File: config.mk
export PLATFORM = sky130hd
export DESIGN_NAME = bwrc_top
export DESIGN_NICKNAME = d
export VERILOG_FILES = /design/src/inc/bwrc_pkg.sv /design/src/verilog/bwrc_top.sv
export SDC_FILE = /design/constraint.sdc
export NUM_CORES = 1
export LEC_CHECK = 0
export BUFFER_PORTS_ARGS = -buffer_cell sky130_fd_sc_hd__buf_2
export CAP_MARGIN = 40
export CORE_MARGIN = 2
export CORE_UTILIZATION = 55
export CTS_CLUSTER_SIZE = 25
export DETAILED_ROUTE_END_ITERATION = 8
export GPL_TIMING_DRIVEN = 0
export HOLD_SLACK_MARGIN = 0.06
export PLACE_DENSITY_LB_ADDON = 0.25
export SYNTH_ARGS = -nofsm -noshare
export SYNTH_HDL_FRONTEND = slang
export SYNTH_SLANG_ARGS = --single-unit
File: constraint.sdc
create_clock -name clock -period 1.68 [get_ports clock]
set_input_delay 0.168 -clock clock [delete_from_list [all_inputs] [get_ports clock]]
set_output_delay 0.168 -clock clock [all_outputs]
set_load 0.03 [all_outputs]
File: src/inc/bwrc_pkg.sv
// bwrc_pkg: register map, field positions, reset values and timing
// constants for the bus wait / refresh control block.
// assumes: 8-bit register port addressed by the low 16 address bits.
package bwrc_pkg;

  // ************************************************************
  // register offsets
  // ************************************************************
  localparam logic [15:0] BWRC_WAIT_CONTROL_HIGH = 16'hFED2;
  localparam logic [15:0] BWRC_WAIT_CONTROL_LOW = 16'hFED3;
  localparam logic [15:0] BWRC_BUS_CONTROL_HIGH = 16'hFED4;
  localparam logic [15:0] BWRC_BUS_CONTROL_LOW = 16'hFED5;
  localparam logic [15:0] BWRC_MEMORY_CONTROL = 16'hFED6;
  localparam logic [15:0] BWRC_REFRESH_COUNTER = 16'hFED8;
  localparam logic [15:0] BWRC_REFRESH_CONSTANT = 16'hFED9;
  localparam logic [15:0] BWRC_RAM_EMULATION = 16'hFEDB;
  localparam logic [15:0] BWRC_ACCESS_STATE = 16'hFED1;

  // ************************************************************
  // field positions
  // ************************************************************
  localparam int BWRC_AREA7_WAIT_LSB = 6;
  localparam int BWRC_AREA3_WAIT_LSB = 6;
  localparam int BWRC_IDLE_INSERT_BIT = 7;
  localparam int BWRC_RELEASE_EN_BIT = 7;
  localparam int BWRC_PRECHARGE_BIT = 7;
  localparam int BWRC_MATCH_FLAG_BIT = 6;
  localparam int BWRC_REFRESH_MODE_BIT = 5;
  localparam int BWRC_REFRESH_WAIT_BIT = 4;
  localparam int BWRC_REFRESH_EN_BIT = 3;
  localparam int BWRC_EMU_ENABLE_BIT = 3;

  // ************************************************************
  // reset values
  // ************************************************************
  localparam logic [7:0] BWRC_ZERO_RESET = 8'h00;
  localparam logic [7:0] BWRC_CONSTANT_RESET = 8'hFF;
  localparam logic [7:0] BWRC_ACCESS_RESET = 8'hFF;
  localparam logic [7:0] BWRC_EMU_MASK = 8'h0F;

  // ************************************************************
  // address map of the on-chip ram
  // ************************************************************
  localparam logic [23:0] BWRC_RAM_BASE_LARGE = 24'hFFDC00;
  localparam logic [23:0] BWRC_RAM_LAST_LARGE = 24'hFFEBFF;
  localparam logic [23:0] BWRC_RAM_LAST_SMALL = 24'hFFDFFF;
  localparam logic [23:0] BWRC_BLOCK_SIZE_LARGE = 24'h001000;
  localparam logic [23:0] BWRC_BLOCK_SIZE_SMALL = 24'h000400;

  typedef enum logic [2:0] {
    BWRC_REF_IDLE,
    BWRC_REF_WAIT,
    BWRC_REF_RAS,
    BWRC_REF_PRE,
    BWRC_REF_PRE2
  } bwrc_ref_state_t;

  // access request from the bus sequencer
  typedef struct packed {
    logic valid;
    logic read;
    logic [2:0] area;
  } bwrc_access_t;

  // timing settings handed to the bus sequencer
  typedef struct packed {
    logic [1:0] wait_states;
    logic idle_cycle;
    logic [1:0] precharge_states;
  } bwrc_timing_t;

endpackage

File: src/verilog/bwrc_top.sv
// bwrc_top: bus wait, idle, release, refresh and ram emulation control.
// assumes: one 10 MHz clock, synchronous reset, 8-bit register port,
// access requests come from logic on the same clock.
//
// Functional notes
// - area 7 wait code gives zero to three program wait states.
// - area 3 wait code in low wait register, same zero-to-three coding.
// - idle bit set inserts one idle between reads to different areas.
// - bus release granted only while release enable bit is one.
// - precharge bit zero gives one state, one gives two states.
// - match flag sets when counter equals constant.
// - match flag clears only by read as one then write zero.
// - refresh mode zero is cas-before-ras, one is self refresh.
// - refresh wait bit one delays row strobe by one state.
// - refresh enable zero means no refresh control at all.
// - 8-bit counter, read/write, counts internal clock, resets to zero.
// - 8-bit constant register, read/write, resets to all ones.
// - large variant, select zero keeps ram at its normal region.
// - large variant, select one overlays ram onto flash block n.
// - small variant, two block bits pick one 1 kbyte window.
// - wait states only apply to three-state areas.
`timescale 1ns/100ps
`default_nettype none
module bwrc_top
  import bwrc_pkg::*;
#(
  parameter bit LARGE_VARIANT = 1'b1
) (
  input wire logic clock,
  input wire logic rst,
  input wire logic [15:0] reg_addr,
  input wire logic [7:0] reg_wdata,
  input wire logic reg_wr,
  input wire logic reg_rd,
  output logic [7:0] reg_rdata,
  input wire bwrc_access_t access_req,
  output bwrc_timing_t access_timing,
  input wire logic release_req_pin,
  output logic release_grant,
  output logic refresh_request,
  output logic self_refresh,
  output logic ras_strobe,
  output logic cas_strobe,
  output logic [23:0] ram_base,
  output logic [23:0] ram_last
);

  // ************************************************************
  // register state
  // ************************************************************
  logic [7:0] wait_high_q;
  logic [7:0] wait_low_q;
  logic [7:0] bus_high_q;
  logic [7:0] bus_low_q;
  logic [7:0] memory_control_q;
  logic [7:0] counter_q;
  logic [7:0] constant_q;
  logic [7:0] emulation_q;
  logic [7:0] access_state_q;
  logic match_seen_q;
  logic [7:0] rdata_q;
  logic [2:0] last_area_q;
  logic last_read_q;
  logic release_s1_q;
  logic release_s2_q;
  logic release_grant_q;
  bwrc_ref_state_t ref_state_q;
  logic refresh_request_q;
  logic ras_q;
  logic cas_q;

  logic match;
  logic flag_set_pulse;
  logic wr_memory;
  logic refresh_on;

  assign refresh_on = memory_control_q[BWRC_REFRESH_EN_BIT];
  assign wr_memory = reg_wr && (reg_addr == BWRC_MEMORY_CONTROL);
  assign match = (counter_q == constant_q);
  assign flag_set_pulse = match;

  // ************************************************************
  // plain control registers
  // ************************************************************
  always_ff @(posedge clock) begin
    if (rst) begin
      wait_high_q <= BWRC_ZERO_RESET;
      wait_low_q <= BWRC_ZERO_RESET;
      bus_high_q <= BWRC_ZERO_RESET;
      bus_low_q <= BWRC_ZERO_RESET;
      access_state_q <= BWRC_ACCESS_RESET;
      emulation_q <= BWRC_ZERO_RESET;
    end else if (reg_wr) begin
      case (reg_addr)
        BWRC_WAIT_CONTROL_HIGH: wait_high_q <= reg_wdata;
        BWRC_WAIT_CONTROL_LOW: wait_low_q <= reg_wdata;
        BWRC_BUS_CONTROL_HIGH: bus_high_q <= reg_wdata;
        BWRC_BUS_CONTROL_LOW: bus_low_q <= reg_wdata;
        BWRC_ACCESS_STATE: access_state_q <= reg_wdata;
        BWRC_RAM_EMULATION: emulation_q <= reg_wdata & BWRC_EMU_MASK;
        default: begin
        end
      endcase
    end
  end

  // ************************************************************
  // memory control with the match flag
  // ************************************************************
  always_ff @(posedge clock) begin
    if (rst) begin
      memory_control_q <= BWRC_ZERO_RESET;
    end else begin
      if (wr_memory) begin
        memory_control_q[7] <= reg_wdata[7];
        memory_control_q[5:0] <= reg_wdata[5:0];
      end
      if (flag_set_pulse) begin
        memory_control_q[BWRC_MATCH_FLAG_BIT] <= 1'b1;
      end else if (wr_memory && match_seen_q &&
                   !reg_wdata[BWRC_MATCH_FLAG_BIT]) begin
        memory_control_q[BWRC_MATCH_FLAG_BIT] <= 1'b0;
      end
    end
  end

  // arms the clear once software has seen the flag as one
  always_ff @(posedge clock) begin
    if (rst) begin
      match_seen_q <= 1'b0;
    end else if (reg_rd && reg_addr == BWRC_MEMORY_CONTROL) begin
      match_seen_q <= memory_control_q[BWRC_MATCH_FLAG_BIT];
    end else if (wr_memory) begin
      match_seen_q <= 1'b0;
    end
  end

  // ************************************************************
  // refresh interval counter and constant
  // ************************************************************
  always_ff @(posedge clock) begin
    if (rst) begin
      counter_q <= BWRC_ZERO_RESET;
    end else if (reg_wr && reg_addr == BWRC_REFRESH_COUNTER) begin
      counter_q <= reg_wdata;
    end else if (match) begin
      counter_q <= BWRC_ZERO_RESET;
    end else begin
      counter_q <= counter_q + 8'h01;
    end
  end

  always_ff @(posedge clock) begin
    if (rst) begin
      constant_q <= BWRC_CONSTANT_RESET;
    end else if (reg_wr && reg_addr == BWRC_REFRESH_CONSTANT) begin
      constant_q <= reg_wdata;
    end
  end

  // ************************************************************
  // read port
  // ************************************************************
  always_ff @(posedge clock) begin
    if (rst) begin
      rdata_q <= BWRC_ZERO_RESET;
    end else if (reg_rd) begin
      case (reg_addr)
        BWRC_WAIT_CONTROL_HIGH: rdata_q <= wait_high_q;
        BWRC_WAIT_CONTROL_LOW: rdata_q <= wait_low_q;
        BWRC_BUS_CONTROL_HIGH: rdata_q <= bus_high_q;
        BWRC_BUS_CONTROL_LOW: rdata_q <= bus_low_q;
        BWRC_MEMORY_CONTROL: rdata_q <= memory_control_q;
        BWRC_REFRESH_COUNTER: rdata_q <= counter_q;
        BWRC_REFRESH_CONSTANT: rdata_q <= constant_q;
        BWRC_RAM_EMULATION: rdata_q <= emulation_q;
        BWRC_ACCESS_STATE: rdata_q <= access_state_q;
        default: rdata_q <= BWRC_ZERO_RESET;
      endcase
    end else begin
      rdata_q <= BWRC_ZERO_RESET;
    end
  end
  assign reg_rdata = rdata_q;

  // ************************************************************
  // per-area program wait codes
  // ************************************************************
  // only areas 7 and 3 own a wait field; the other areas never wait,
  // so the sequencer sees one uniform table indexed by area
  logic [1:0] area_wait [8];
  for (genvar gi = 0; gi < 8; gi++) begin : g_area
    if (gi == 7) begin : g_field_high
      assign area_wait[gi] = wait_high_q[BWRC_AREA7_WAIT_LSB +: 2];
    end else if (gi == 3) begin : g_field_low
      assign area_wait[gi] = wait_low_q[BWRC_AREA3_WAIT_LSB +: 2];
    end else begin : g_no_field
      assign area_wait[gi] = 2'h0;
    end
  end

  // ************************************************************
  // access timing for the bus sequencer
  // ************************************************************
  always_comb begin
    access_timing.wait_states = 2'h0;
    if (access_state_q[access_req.area]) begin
      access_timing.wait_states = area_wait[access_req.area];
    end
    access_timing.idle_cycle = access_req.valid && access_req.read &&
      last_read_q && (last_area_q != access_req.area) &&
      bus_high_q[BWRC_IDLE_INSERT_BIT];
    access_timing.precharge_states =
      memory_control_q[BWRC_PRECHARGE_BIT] ? 2'd2 : 2'd1;
  end

  // previous access, for idle insertion
  always_ff @(posedge clock) begin
    if (rst) begin
      last_area_q <= 3'd0;
      last_read_q <= 1'b0;
    end else if (access_req.valid) begin
      last_area_q <= access_req.area;
      last_read_q <= access_req.read;
    end
  end

  // ************************************************************
  // external bus release
  // ************************************************************
  always_ff @(posedge clock) begin
    if (rst) begin
      release_s1_q <= 1'b0;
      release_s2_q <= 1'b0;
    end else begin
      release_s1_q <= release_req_pin;
      release_s2_q <= release_s1_q;
    end
  end

  always_ff @(posedge clock) begin
    if (rst) begin
      release_grant_q <= 1'b0;
    end else begin
      release_grant_q <= release_s2_q && bus_low_q[BWRC_RELEASE_EN_BIT] &&
        !access_req.valid;
    end
  end
  assign release_grant = release_grant_q;

  // ************************************************************
  // refresh sequencer
  // ************************************************************
  always_ff @(posedge clock) begin
    if (rst) begin
      refresh_request_q <= 1'b0;
    end else begin
      refresh_request_q <= match && refresh_on;
    end
  end
  assign refresh_request = refresh_request_q;
  assign self_refresh = refresh_on &&
    memory_control_q[BWRC_REFRESH_MODE_BIT];

  // cas-before-ras: cas rises with ras, or one state ahead with the wait bit; both drop, then precharge
  always_ff @(posedge clock) begin
    if (rst) begin
      ref_state_q <= BWRC_REF_IDLE;
      ras_q <= 1'b0;
      cas_q <= 1'b0;
    end else begin
      case (ref_state_q)
        BWRC_REF_IDLE: begin
          ras_q <= 1'b0;
          cas_q <= 1'b0;
          if (refresh_request_q &&
              !memory_control_q[BWRC_REFRESH_MODE_BIT]) begin
            cas_q <= 1'b1;
            if (memory_control_q[BWRC_REFRESH_WAIT_BIT]) begin
              ref_state_q <= BWRC_REF_WAIT;
            end else begin
              ras_q <= 1'b1;
              ref_state_q <= BWRC_REF_RAS;
            end
          end
        end
        BWRC_REF_WAIT: begin
          ras_q <= 1'b1;
          ref_state_q <= BWRC_REF_RAS;
        end
        BWRC_REF_RAS: begin
          ras_q <= 1'b0;
          cas_q <= 1'b0;
          ref_state_q <= BWRC_REF_PRE;
        end
        BWRC_REF_PRE: begin
          if (memory_control_q[BWRC_PRECHARGE_BIT]) begin
            ref_state_q <= BWRC_REF_PRE2;
          end else begin
            ref_state_q <= BWRC_REF_IDLE;
          end
        end
        BWRC_REF_PRE2: ref_state_q <= BWRC_REF_IDLE;
        default: ref_state_q <= BWRC_REF_IDLE;
      endcase
    end
  end
  assign ras_strobe = ras_q;
  assign cas_strobe = cas_q;

  // ************************************************************
  // ram emulation mapping
  // ************************************************************
  always_comb begin
    if (LARGE_VARIANT) begin
      ram_base = BWRC_RAM_BASE_LARGE;
      ram_last = BWRC_RAM_LAST_LARGE;
      if (emulation_q[BWRC_EMU_ENABLE_BIT]) begin
        ram_base = 24'(BWRC_BLOCK_SIZE_LARGE * {21'd0, emulation_q[2:0]});
        ram_last = ram_base + BWRC_BLOCK_SIZE_LARGE - 24'h000001;
      end
    end else begin
      ram_base = BWRC_RAM_BASE_LARGE;
      ram_last = BWRC_RAM_LAST_SMALL;
      if (emulation_q[BWRC_EMU_ENABLE_BIT]) begin
        ram_base = 24'(BWRC_BLOCK_SIZE_SMALL * {22'd0, emulation_q[1:0]});
        ram_last = ram_base + BWRC_BLOCK_SIZE_SMALL - 24'h000001;
      end
    end
  end

endmodule
`default_nettype wire

==> summary by stage, run 1 <==
Timing
The max-slew violation count is 0. Setup violations remaining at the end of the flow were counted as 0. The hold violation count in the final report is 0. At the pin with the least slew margin, the transition time is 0.847 ns. The clock arrives with 0.0160 ns of skew. The max-slew headroom at the worst pin is 43.1%. After layout, the worst path uses 95.2% of the clock period. The upper clock frequency limit is 626 MHz.

The final-layout setup total negative slack is 0 ns. The final critical-path required period is 1.60 ns. Setup repair after global routing left no endpoint under its margin.

Floorplanning
The placeable core area is 8180 µm². In this run the core area contains 33 standard-cell rows. The x dimension of the die is 95.4 µm. In this run the count of I/O pins placed on the die edge is 100. The die is 95.4 µm tall. The die covers 9110 µm². The effective utilization at floorplan is 56.2%.

Hold path
The class of the most critical hold timing path is primary input to flip-flop.

Global routing
The via count of the first global-routing pass was 3,627. The number of antenna violations at the first check in global routing came to 0. Global routing used 27.2% of the available tracks across all layers. The remaining global-route overflow is 0. The first global-routing pass estimated 18,600 µm of wire. Entering global routing, the biggest net connects 15 pins.

Drt
The detail-routed via count per cell is 5.52. The count of nets left with antenna violations after detail routing is 0. Summed over all layers, the routed wires come to 12,000 µm. The pre-antenna-repair detailed-routing pass consisted of 5 iterations. The number of DRC markers in iteration 0 is 312. The number of remaining DRC errors is 0.

Dividing the detail-routed wire length by the instance count gives 16.6 µm. Summing over every cut layer, the via total after detailed routing is 3,962.

Yosys
Yosys printed 0 warnings. In this run, synthesis produced a sequential element count of 90. The dominant cell type by area after synthesis is sky130_fd_sc_hd__dfxtp_1. The post-synthesis cell type count is 56.

After synthesis, the cell types taking the most area are sky130_fd_sc_hd__dfxtp_1 39%, sky130_fd_sc_hd__mux2i_1 13%, sky130_fd_sc_hd__buf_4 8.0%, sky130_fd_sc_hd__nor2_1 4.4%, sky130_fd_sc_hd__nand2_1 4.3%. The synthesized netlist occupies a cell area of 4600 µm². In the synthesized netlist the async set-or-reset flop fraction comes to 0%. The number of synthesized flops with an enable pin is 0. The most numerous cell in the Yosys netlist is sky130_fd_sc_hd__dfxtp_1. The fraction of the yosys area taken by sequential cells is 39.2%.

The proportion of netlist area held by the largest area contributor is 39.2%. The dominant register cell in the synthesized netlist is sky130_fd_sc_hd__dfxtp_1. The mean instance size in the synthesized netlist is 9.05 µm².

By count the netlist is led by 90 x sky130_fd_sc_hd__dfxtp_1, 58 x sky130_fd_sc_hd__mux2i_1, 54 x sky130_fd_sc_hd__nor2_1. The post-synthesis instance total is 508.

Clock tree
CTS saw 90 sinks. CTS built an H-tree with a depth of 3. The number of buffers inserted during clock tree synthesis is 9.

The clock tree from TritonCTS is yes. Counting along the longest clock path gives a buffer depth of 2. The clock-pin transition on the worst setup and hold timing paths is 0.09 ns. The clock tree root buffer cell is sky130_fd_sc_hd__clkbuf_8.

Clock latency on the worst-skew pair, taken at its later pin, is 0.36 ns.

Critical path
STA classifies the critical path endpoint as an output port. The required arrival time at the worst endpoint is 1.51 ns. The critical path start-end classification is flip-flop to output port. The category of the worst setup path launch point is a flip-flop. At the worst endpoint, the arrival time is 1.43 ns. The maximum net fanout on the critical path is 3.

Place
The routability congestion estimate from global placement is 0.941. The post-DP HPWL is 8450 µm. After detailed placement, the total cell area comes to 5140 µm². The count of buffers added on input and output ports is 68.

Run status
The run finished with clean final reports.

Final layout
The signed area change from the synthesized netlist to the final layout is 17.6%. Of the cells placed in the final design, the portion with a size suffix greater than 1 is 27.6%. For this run, the share of the core covered by cells in the final layout is 66.1%. With fillers left out, the area of the finished cells amounts to 5410 µm². The number of nets in the layout is 644. The repair_antennas step left the layout with diodes totalling 0.

Power and ir drop
Dividing total power by cell area gives a power density of 790 nW/µm². Summed over all cells, the static leakage comes to 2.40 nW. VDD sags by at most 656 µV.

Flow run
Max-cap violations in this run came to 0.
-- area by class of cell --
cell class | instances | area [µm²]
inverter | 5 | 22.5
timing repair buffer | 70 | 360
multi-input combinational | 354 | 2340
tap | 105 | 131
clock buffer | 10 | 128
clock inverter | 5 | 104
fill | 692 | 2770
timing repair inverter | 1 | 7.51
buffer | 78 | 509
sequential | 90 | 1800
-- report_power, final --
part	internal [mW]	switching (mW)	leakage [nW]	total, mW
combinational	0.135	0.247	1.55	0.382
clock	0.981	0.750	0.116	1.73
sequential	2.15	0.0128	0.728	2.16
total	3.26	1.01	2.40	4.27
-- placed cells by master (no fill, tap or decap), types with 12 or more instances in the layout --
master,netlist,final
sky130_fd_sc_hd__a21oi_1,25,25
sky130_fd_sc_hd__nand2_1,53,53
sky130_fd_sc_hd__a22oi_1,16,16
sky130_fd_sc_hd__buf_2,10,78
sky130_fd_sc_hd__xnor2_1,15,15
sky130_fd_sc_hd__mux2i_1,58,58
sky130_fd_sc_hd__buf_4,49,49
sky130_fd_sc_hd__clkbuf_1,12,12
sky130_fd_sc_hd__conb_1,2,21
sky130_fd_sc_hd__dfxtp_1,90,88
sky130_fd_sc_hd__nor2_1,54,54
-- through the flow --
step | power (mW) | hold slack, ns | worst slack [ns] | instances
CTS | 4.28 | 0.0885 | 0.0742 | 718
global placement | 2.57 | 0.378 | -0.161 | 700
detailed placement | 2.58 | 0.386 | -0.187 | 700
finish | 4.27 | 0.0978 | 0.0815 | 718
floorplan | 2.47 | 0.296 | 0.238 | 527
global route | 4.39 | 0.109 | 0.00461 | 718
-- logic make-up after synthesis --
kind of cell    after synthesis  synth area share (%)
buf+inv                      83                  11.5
compound gates               69                  10.0
other cells                   2                 0.163
flops                        90                  39.2
xor+xnor                     17                  3.24
fa+ha+maj                     1                 0.272
simple gates                183                  21.8
mux                          63                  13.9
-- final timing paths --
kind                                         from          endpoint  slack, ns  cells past startpoint
worst max-delay path            access_state_q[3]  access_timing[4]       0.08                      4
worst min-delay path                access_req[1]    last_area_q[1]        0.1                      3
worst max register to register     emulation_q[3]      reg_rdata[3]       0.13                      5
worst min register to register       release_s1_q      release_s2_q       0.44                      1
-- metal layers --
layer / track usage [%] / wire [µm] / vias to the layer above / share of wire, %
li1: - / - / 1913 / -
met1: 35.7 / 5250 / 1864 / 44
met2: 45.0 / 5620 / 160 / 47
met3: 5.93 / 844 / 25 / 7.1
met4: 7.86 / 234 / 0 / 2.0
met5: 0 / 0 / - / 0
-- what timing repair did --
item | 4_1_cts | 5_1_grt
hold endpoints to repair | 2 | 0
gates cloned | 1 | 0
pin swaps | 0 | 0
setup buffers | 0 | 0
hold buffers | 2 | 0
gates resized for setup | 3 | 3
endpoints found under the setup margin | 19 | 5
-- flip-flops by register name, summed over array words and instances (netlist names) --
register and cells:
emulation_q 4, ras_strobe 1, memory_control_q 8, bus_high_q 8
match_seen_q 1, wait_high_q 8, last_read_q 1, wait_low_q 8
reg_rdata 8, refresh_request 1, release_s2_q 1, counter_q 8
access_state_q 8, cas_strobe 1, last_area_q 3, release_s1_q 1
release_grant 1, bus_low_q 8, constant_q 8, ref_state_q 3
-- critical path, cell delays in order, from the launching register on --
cell and delay, ns:
sky130_fd_sc_hd__dfxtp_1 0.39, sky130_fd_sc_hd__mux2_2 0.19, sky130_fd_sc_hd__nand3_1 0.12, sky130_fd_sc_hd__nor2_1 0.16, sky130_fd_sc_hd__buf_2 0.22
No activity file was read; power rests on OpenSTA's default activity.
==> run 2: changes to the inputs <==
- BUFFER_PORTS_ARGS: -buffer_cell sky130_fd_sc_hd__buf_2 -> not set
- CORE_UTILIZATION: 55 -> 63
- DONT_BUFFER_PORTS: not set -> 1
- RECOVER_POWER: not set -> 100
==> run 2 against run 1 <==
- clock power decreased by 13%
- largest cell class unchanged
- largest power group unchanged
- fmax decreased by 4.1%
- worst hold slack improved by 0.0080 ns
- highest routed layer unchanged
==> summary by stage, run 2 (synthesis results as in run 1) <==
Global routing
In the global route stage, overall resource usage came out at 29.2%. Entering global routing, the biggest net connects 17 pins. The global-route wire length before repair is 17,400 µm. The remaining global-route overflow is 0.

The number of antenna violations at the first check in global routing is 0. The via count of the first global-routing pass came to 3,491.

Floorplanning
The effective utilization at floorplan is 64.1%. The die covers 8000 µm². The row count is 31. The die span in y is 89.4 µm. During I/O placement, the number of pins put on the boundary was 100. The total area inside the core boundary comes to 7180 µm². Measured along the x axis, the die boundary spans 89.4 µm.

Final layout
The filler-free cell count of the finished design is 649. The number of antenna diodes is 0. The utilization after layout is 69.6%. The net count of the finished layout is 580. The signed area change from the synthesized netlist to the final layout is 8.68%. The library cells used most frequently in the layout, excluding fill and tap cells, are 87 x sky130_fd_sc_hd__dfxtp_1, 58 x sky130_fd_sc_hd__mux2i_1, 54 x sky130_fd_sc_hd__nor2_1. The library cell used most frequently in the layout, excluding fill and tap cells, is sky130_fd_sc_hd__dfxtp_1. The number of filler cells placed in the layout is 588. The share of post-route cells with drive strength above 1 is 18.2%.

Power and ir drop
The leakage power of the design is 2.09 nW. The worst IR drop on VDD is 444 µV. Dividing total power by cell area gives a power density of 800 nW/µm².

Timing
The upper clock frequency limit is 600 MHz. The max-slew violation count came to 0. The final critical-path required period is 1.67 ns. Setup violations remaining at the end of the flow were counted as 0.

The worst setup skew after layout is 0.00774 ns. The hold violation count in the final report is 0. The transition time at the pin with the least slew margin is 0.809 ns.

The final setup slack of the worst path is 0.0123 ns. The worst path uses 99.3% of the clock period. The max-slew headroom at the worst pin is 45.7%. Setup repair after global routing could not meet its margin everywhere. The final hold slack is 0.106 ns.

Flow run
The max capacitance violation total is 0.

Drt
For this block, the initial DRC count from the detailed router was 300. The iteration count of the initial detailed-routing pass is 5. After detailed routing, the number of remaining DRC violations is 0. The final wirelength is 11,500 µm. Once detail routing completed, the nets flagged for antenna violations numbered 0. Dividing the detail-routed via count by the number of cells gives 5.84.

The number of vias after detailed routing is 3,790. After detailed routing, the average wire length per cell comes to 17.8 µm.

Place
The setup slack at placement is -0.172 ns. The placed instance count is 626. The quantity of I/O buffers inserted on ports is 0. The routability congestion estimate from global placement is 0.955. After legalization and detailed placement, the total HPWL measured 8240 µm.

Clock tree
The tree is rooted in a sky130_fd_sc_hd__clkbuf_8. The later pin in the worst-skew pair is clocked with a latency of 0.37 ns. In this run, CTS created clock tree buffers numbering 9. The number of setup buffers added after CTS is 0.

The maximum buffer depth of the clock tree is 2. The clock net sink count is 90. After clock tree synthesis, the clock-pin slew on the worst setup and hold paths is 0.10 ns. The H-tree was split into 3 levels.

The clock tree from TritonCTS is yes.

Critical path
Walking the worst path, the cells encountered are mux2_2 -> nand3_1 -> nor2_1. The critical path data arrival time is 1.50 ns. The worst setup path is launched from a flip-flop. The number of cells on the worst reg-to-reg path is 6. At the worst endpoint, the required time is 1.51 ns. The maximum net fanout on the critical path is 3. The critical path is of the flip-flop to output port type. For this run, the slowest stage of the critical path takes 0.48 ns. STA classifies the critical path endpoint as an output port. The slowest stage of the critical path is the sky130_fd_sc_hd__nor2_1 cell.

Run status
The flow ran to the end, and the final reports show no timing, DRC or antenna violations.

Hold path
The min-delay analysis places its worst path in the category primary input to flip-flop. The number of cells traversed by the worst hold path is 3.
==> run 2: final timing paths <==
| check | from | end | slack (ns) |
|---|---|---|---|
| setup / recovery | access_state_q[7] | access_timing[4] | 0.01 |
| hold / removal | reg_addr[2] | reg_rdata[0] | 0.11 |
| setup reg to reg | counter_q[4] | counter_q[1] | 0.14 |
| hold reg to reg | release_s1_q | release_s2_q | 0.45 |
==> run 2: where the power goes <==
part | switching, mW | total [mW] | internal, mW
Sequential | 0.0130 | 2.16 | 2.14
Combinational | 0.219 | 0.341 | 0.122
Clock | 0.801 | 1.50 | 0.697
Total | 1.03 | 4.00 | 2.96
==> run 2: metal layers <==
metal	vias up	wire length [µm]	track usage (%)
li1	1785	-	-
met1	1786	4730	36.7
met2	193	5530	49.4
met3	26	998	6.37
met4	0	275	10.7
met5	-	0	0
==> run 2: final cells by class <==
cell class	instances	area (µm²)	share of cell area (%)
plain buffers	78	443	8.86
clock buffers	9	124	2.48
clock inverters	7	75.1	1.50
inverters	5	22.5	0.451
multi-input cells	354	2340	46.8
flip-flops and latches	90	1810	36.2
well taps	99	124	2.48
repair buffers	5	50.0	1.00
repair inverters	2	10.0	0.200
==> run 2: what timing repair did <==
| item | CTS | global route |
|---|---|---|
| pin swaps | 0 | 0 |
| endpoints found under the hold margin | 5 | 0 |
| cloned | 2 | 0 |
| hold buffers | 5 | 0 |
| gates resized for setup | 4 | 4 |
| setup endpoints to repair | 20 | 10 |
==> run 2: through the flow <==
stage          power, mW  TNS (ns)  cell area (µm²)
2_1_floorplan       2.47         0             4670
3_3_place_gp        2.53     -1.32             4790
3_5_place_dp        2.53     -1.76             4790
4_1_cts             3.99         0             5060
5_1_grt             4.11    -0.433             5000
6_report            4.00         0             5000
==> run 2: critical path: cells and delay by family, from the launching register on <==
kind | cells | cell delay [ns]
multiplexers | 1 | 0.17
flip-flops | 1 | 0.39
AND/OR/NAND/NOR | 2 | 0.58
==> run 3: changes to the inputs <==
- SETUP_SLACK_MARGIN: not set -> 0.3
==> run 3 against run 2 <==
- via count rose by 2.5%
- combinational power rose by 7.9%
- worst hold slack lost 0.0041 ns
- sequential cell count stayed put
- wire length grew 6.7%
- sequential power hardly changed
- cell area rose by 6.8%
- die area unchanged
- worst setup slack better by 0.12 ns
- register-to-register slack about the same
- critical path depth unchanged
==> summary by stage, run 3 (synthesis results as in run 1) <==
Timing
After layout, the minimum clock period comes to 1.54 ns. The hold violation count in the final report is 0. At the pin with the least slew margin, the transition time is 0.791 ns. The post-route clock period utilization is 91.9%. The final setup violation count is 0. The upper clock frequency limit is 648 MHz. The max-slew headroom at the worst pin is 46.9%. The worst setup skew after layout is 0.00556 ns. Setup repair after global routing could not meet its margin everywhere.

The max-slew violation count was 0. The final setup slack of the worst path is 0.137 ns.

Final layout
The sequential cell area is 1840 µm². The number of nets in the layout is 600. Compared with the post-synthesis result, the final layout area differs by 16.1%. The share of post-route cells with drive strength above 1 is 25.1%. The multi-input combinational cells in the finished layout cover a total of 2410 µm². Leaving out fill and tap cells, the most frequent cell in the layout is sky130_fd_sc_hd__dfxtp_1. 0 antenna diodes ended up in the layout.

The top cell types in the final layout, fill and taps aside, are 74 x sky130_fd_sc_hd__dfxtp_1, 58 x sky130_fd_sc_hd__mux2i_1, 53 x sky130_fd_sc_hd__nand2_1. The number of filler cells placed in the layout is 513.

Clock tree
After clock tree synthesis, the clock-pin slew on the worst setup and hold paths is 0.09 ns. The later-pin clock latency in the skew report is 0.36 ns. The count of H-tree levels built during CTS is 3. The tree is rooted in a sky130_fd_sc_hd__clkbuf_8. TritonCTS built the clock tree.

The number of buffers inserted during clock tree synthesis is 9. No sink is reached through more buffers than the 2 on the longest clock path. CTS saw 90 sinks.

Place
At the end of routability-driven placement, the weighted congestion stood at 0.940. The quantity of I/O buffers inserted on ports is 0. The setup slack at placement is -0.0404 ns. The post-DP HPWL is 8190 µm.

Drt
The count of nets left with antenna violations after detail routing is 0. The routed wirelength normalized by instance count is 18.4 µm. The number of remaining DRC errors is 0. After detailed routing, the total wire length is 12,300 µm. The detail-routed via count per cell is 5.81. The number of vias after detailed routing is 3,885.

The number of DRC markers in iteration 0 is 398. The iteration count of the initial detailed-routing pass is 6.

Global routing
The all-layer global routing usage is 30.5%. Entering global routing, the biggest net connects 17 pins. The number of antenna violations at the first check in global routing was 0. The via count of the first global-routing pass came to 3,569. The remaining global-route overflow is 0.

The global-route wire length before repair is 18,200 µm.

Critical path
The worst register-to-register path ends at reg_rdata[3]. At the worst endpoint, the required time is 1.51 ns. Tracing the worst setup path back leads to its startpoint at emulation_q[3]. The setup path with the least slack is of type flip-flop to output port.

The slack of the worst reg-to-reg path is 0.15 ns. STA classifies the critical path startpoint as a flip-flop. The capturing instance or port of the critical path is ram_last[14]. The startpoint of the most critical register-to-register path is emulation_q[3]. The worst reg2reg path depth is 6.

Of all nets on the critical path, the largest fanout is 4. The kind of capture point of the worst setup path is an output port. Data arrives at the worst endpoint at 1.38 ns.

Floorplanning
The area of the die is 8000 µm². The total area inside the core boundary comes to 7180 µm². The top-level port count is 100. For this configuration, the core starts out at a cell density of 64.1%. The floorplan step set the die width to 89.4 µm. The row count is 31.

In this run the vertical extent of the chip is 89.4 µm.

Power and ir drop
The analysis attributes to cell leakage a power of 2.26 nW. Dividing total power by cell area gives a power density of 787 nW/µm². The overall power of the completed layout is 4.20 mW.

The worst-case IR drop observed on VDD is 432 µV.

Hold path
The tightest min-delay check is of the primary input to flip-flop type.

Flow run
The max capacitance violation total is 0.

Run status
The run finished with clean final reports.
## run 3: changes by cell type in the layout (fill, tap and decap cells not counted), sizes merged
cell,before,now
buf,39,58
clkinv,3,1
bufinv,1,2
clkbuf,48,49
inv,5,6
## run 3: layer usage
layer	share of wire, %	GRT usage, %	routed length, µm	vias to the layer above
li1	-	-	-	1827
met3	7.8	6.19	956	31
met2	48	50.3	5920	198
met5	0	0	0	-
met1	41	38.7	5090	1829
met4	2.8	13.3	340	0
## run 3: per-stage QoR
step / instance area [µm²] / hold slack (ns) / TNS [ns] / cells / utilization, %
final: 5340 / 0.102 / 0 / 669 / 74.4
after CTS: 5330 / 0.0938 / 0 / 660 / 74.3
after global routing: 5340 / 0.113 / 0 / 669 / 74.4
after detailed placement: 4830 / 0.310 / -0.329 / 626 / 67.3
after floorplan: 4700 / 0.296 / 0 / 527 / -
after global placement: 4830 / 0.297 / -0.638 / 626 / 67.3
## run 3: worst min path at each step
stage	start	to	slack (ns)	depth (start not counted)
5_1_grt	rst	constant_q[5]	0.11	2
3_5_place_dp	release_req_pin	release_s1_q	0.31	1
3_3_place_gp	release_req_pin	release_s1_q	0.30	1
6_report	rst	constant_q[5]	0.10	2
2_1_floorplan	release_req_pin	release_s1_q	0.30	1
4_1_cts	rst	constant_q[5]	0.09	2
## run 3: critical path, stage by stage, from the launching register on
cell and delay [ns]:
sky130_fd_sc_hd__dfxtp_4 0.38, sky130_fd_sc_hd__buf_12 0.13, sky130_fd_sc_hd__nand2b_1 0.27, sky130_fd_sc_hd__buf_4 0.23
## run 3: timing repair
action,CTS,global route
endpoints found under the setup margin,36,63
buffers inserted,9,9
endpoints found under the hold margin,5,0
cloned,4,0
resized for setup,46,24
pin swaps,14,22
hold buffers,5,0
## run 3: power breakdown
| part | switching (mW) | total (mW) | internal [mW] |
|---|---|---|---|
| clock | 0.818 | 1.68 | 0.860 |
| combinational | 0.233 | 0.368 | 0.135 |
| sequential | 0.0144 | 2.15 | 2.14 |
| total | 1.07 | 4.20 | 3.13 |
## run 3: final cells by class
class | count | area share [%]
multi-input cells | 354 | 45.2
flip-flops and latches | 90 | 34.4
plain buffers | 78 | 8.91
repair buffers | 24 | 4.10
clock buffers | 10 | 2.39
well taps | 99 | 2.32
clock inverters | 6 | 1.80
inverters | 5 | 0.422
repair inverters | 3 | 0.422
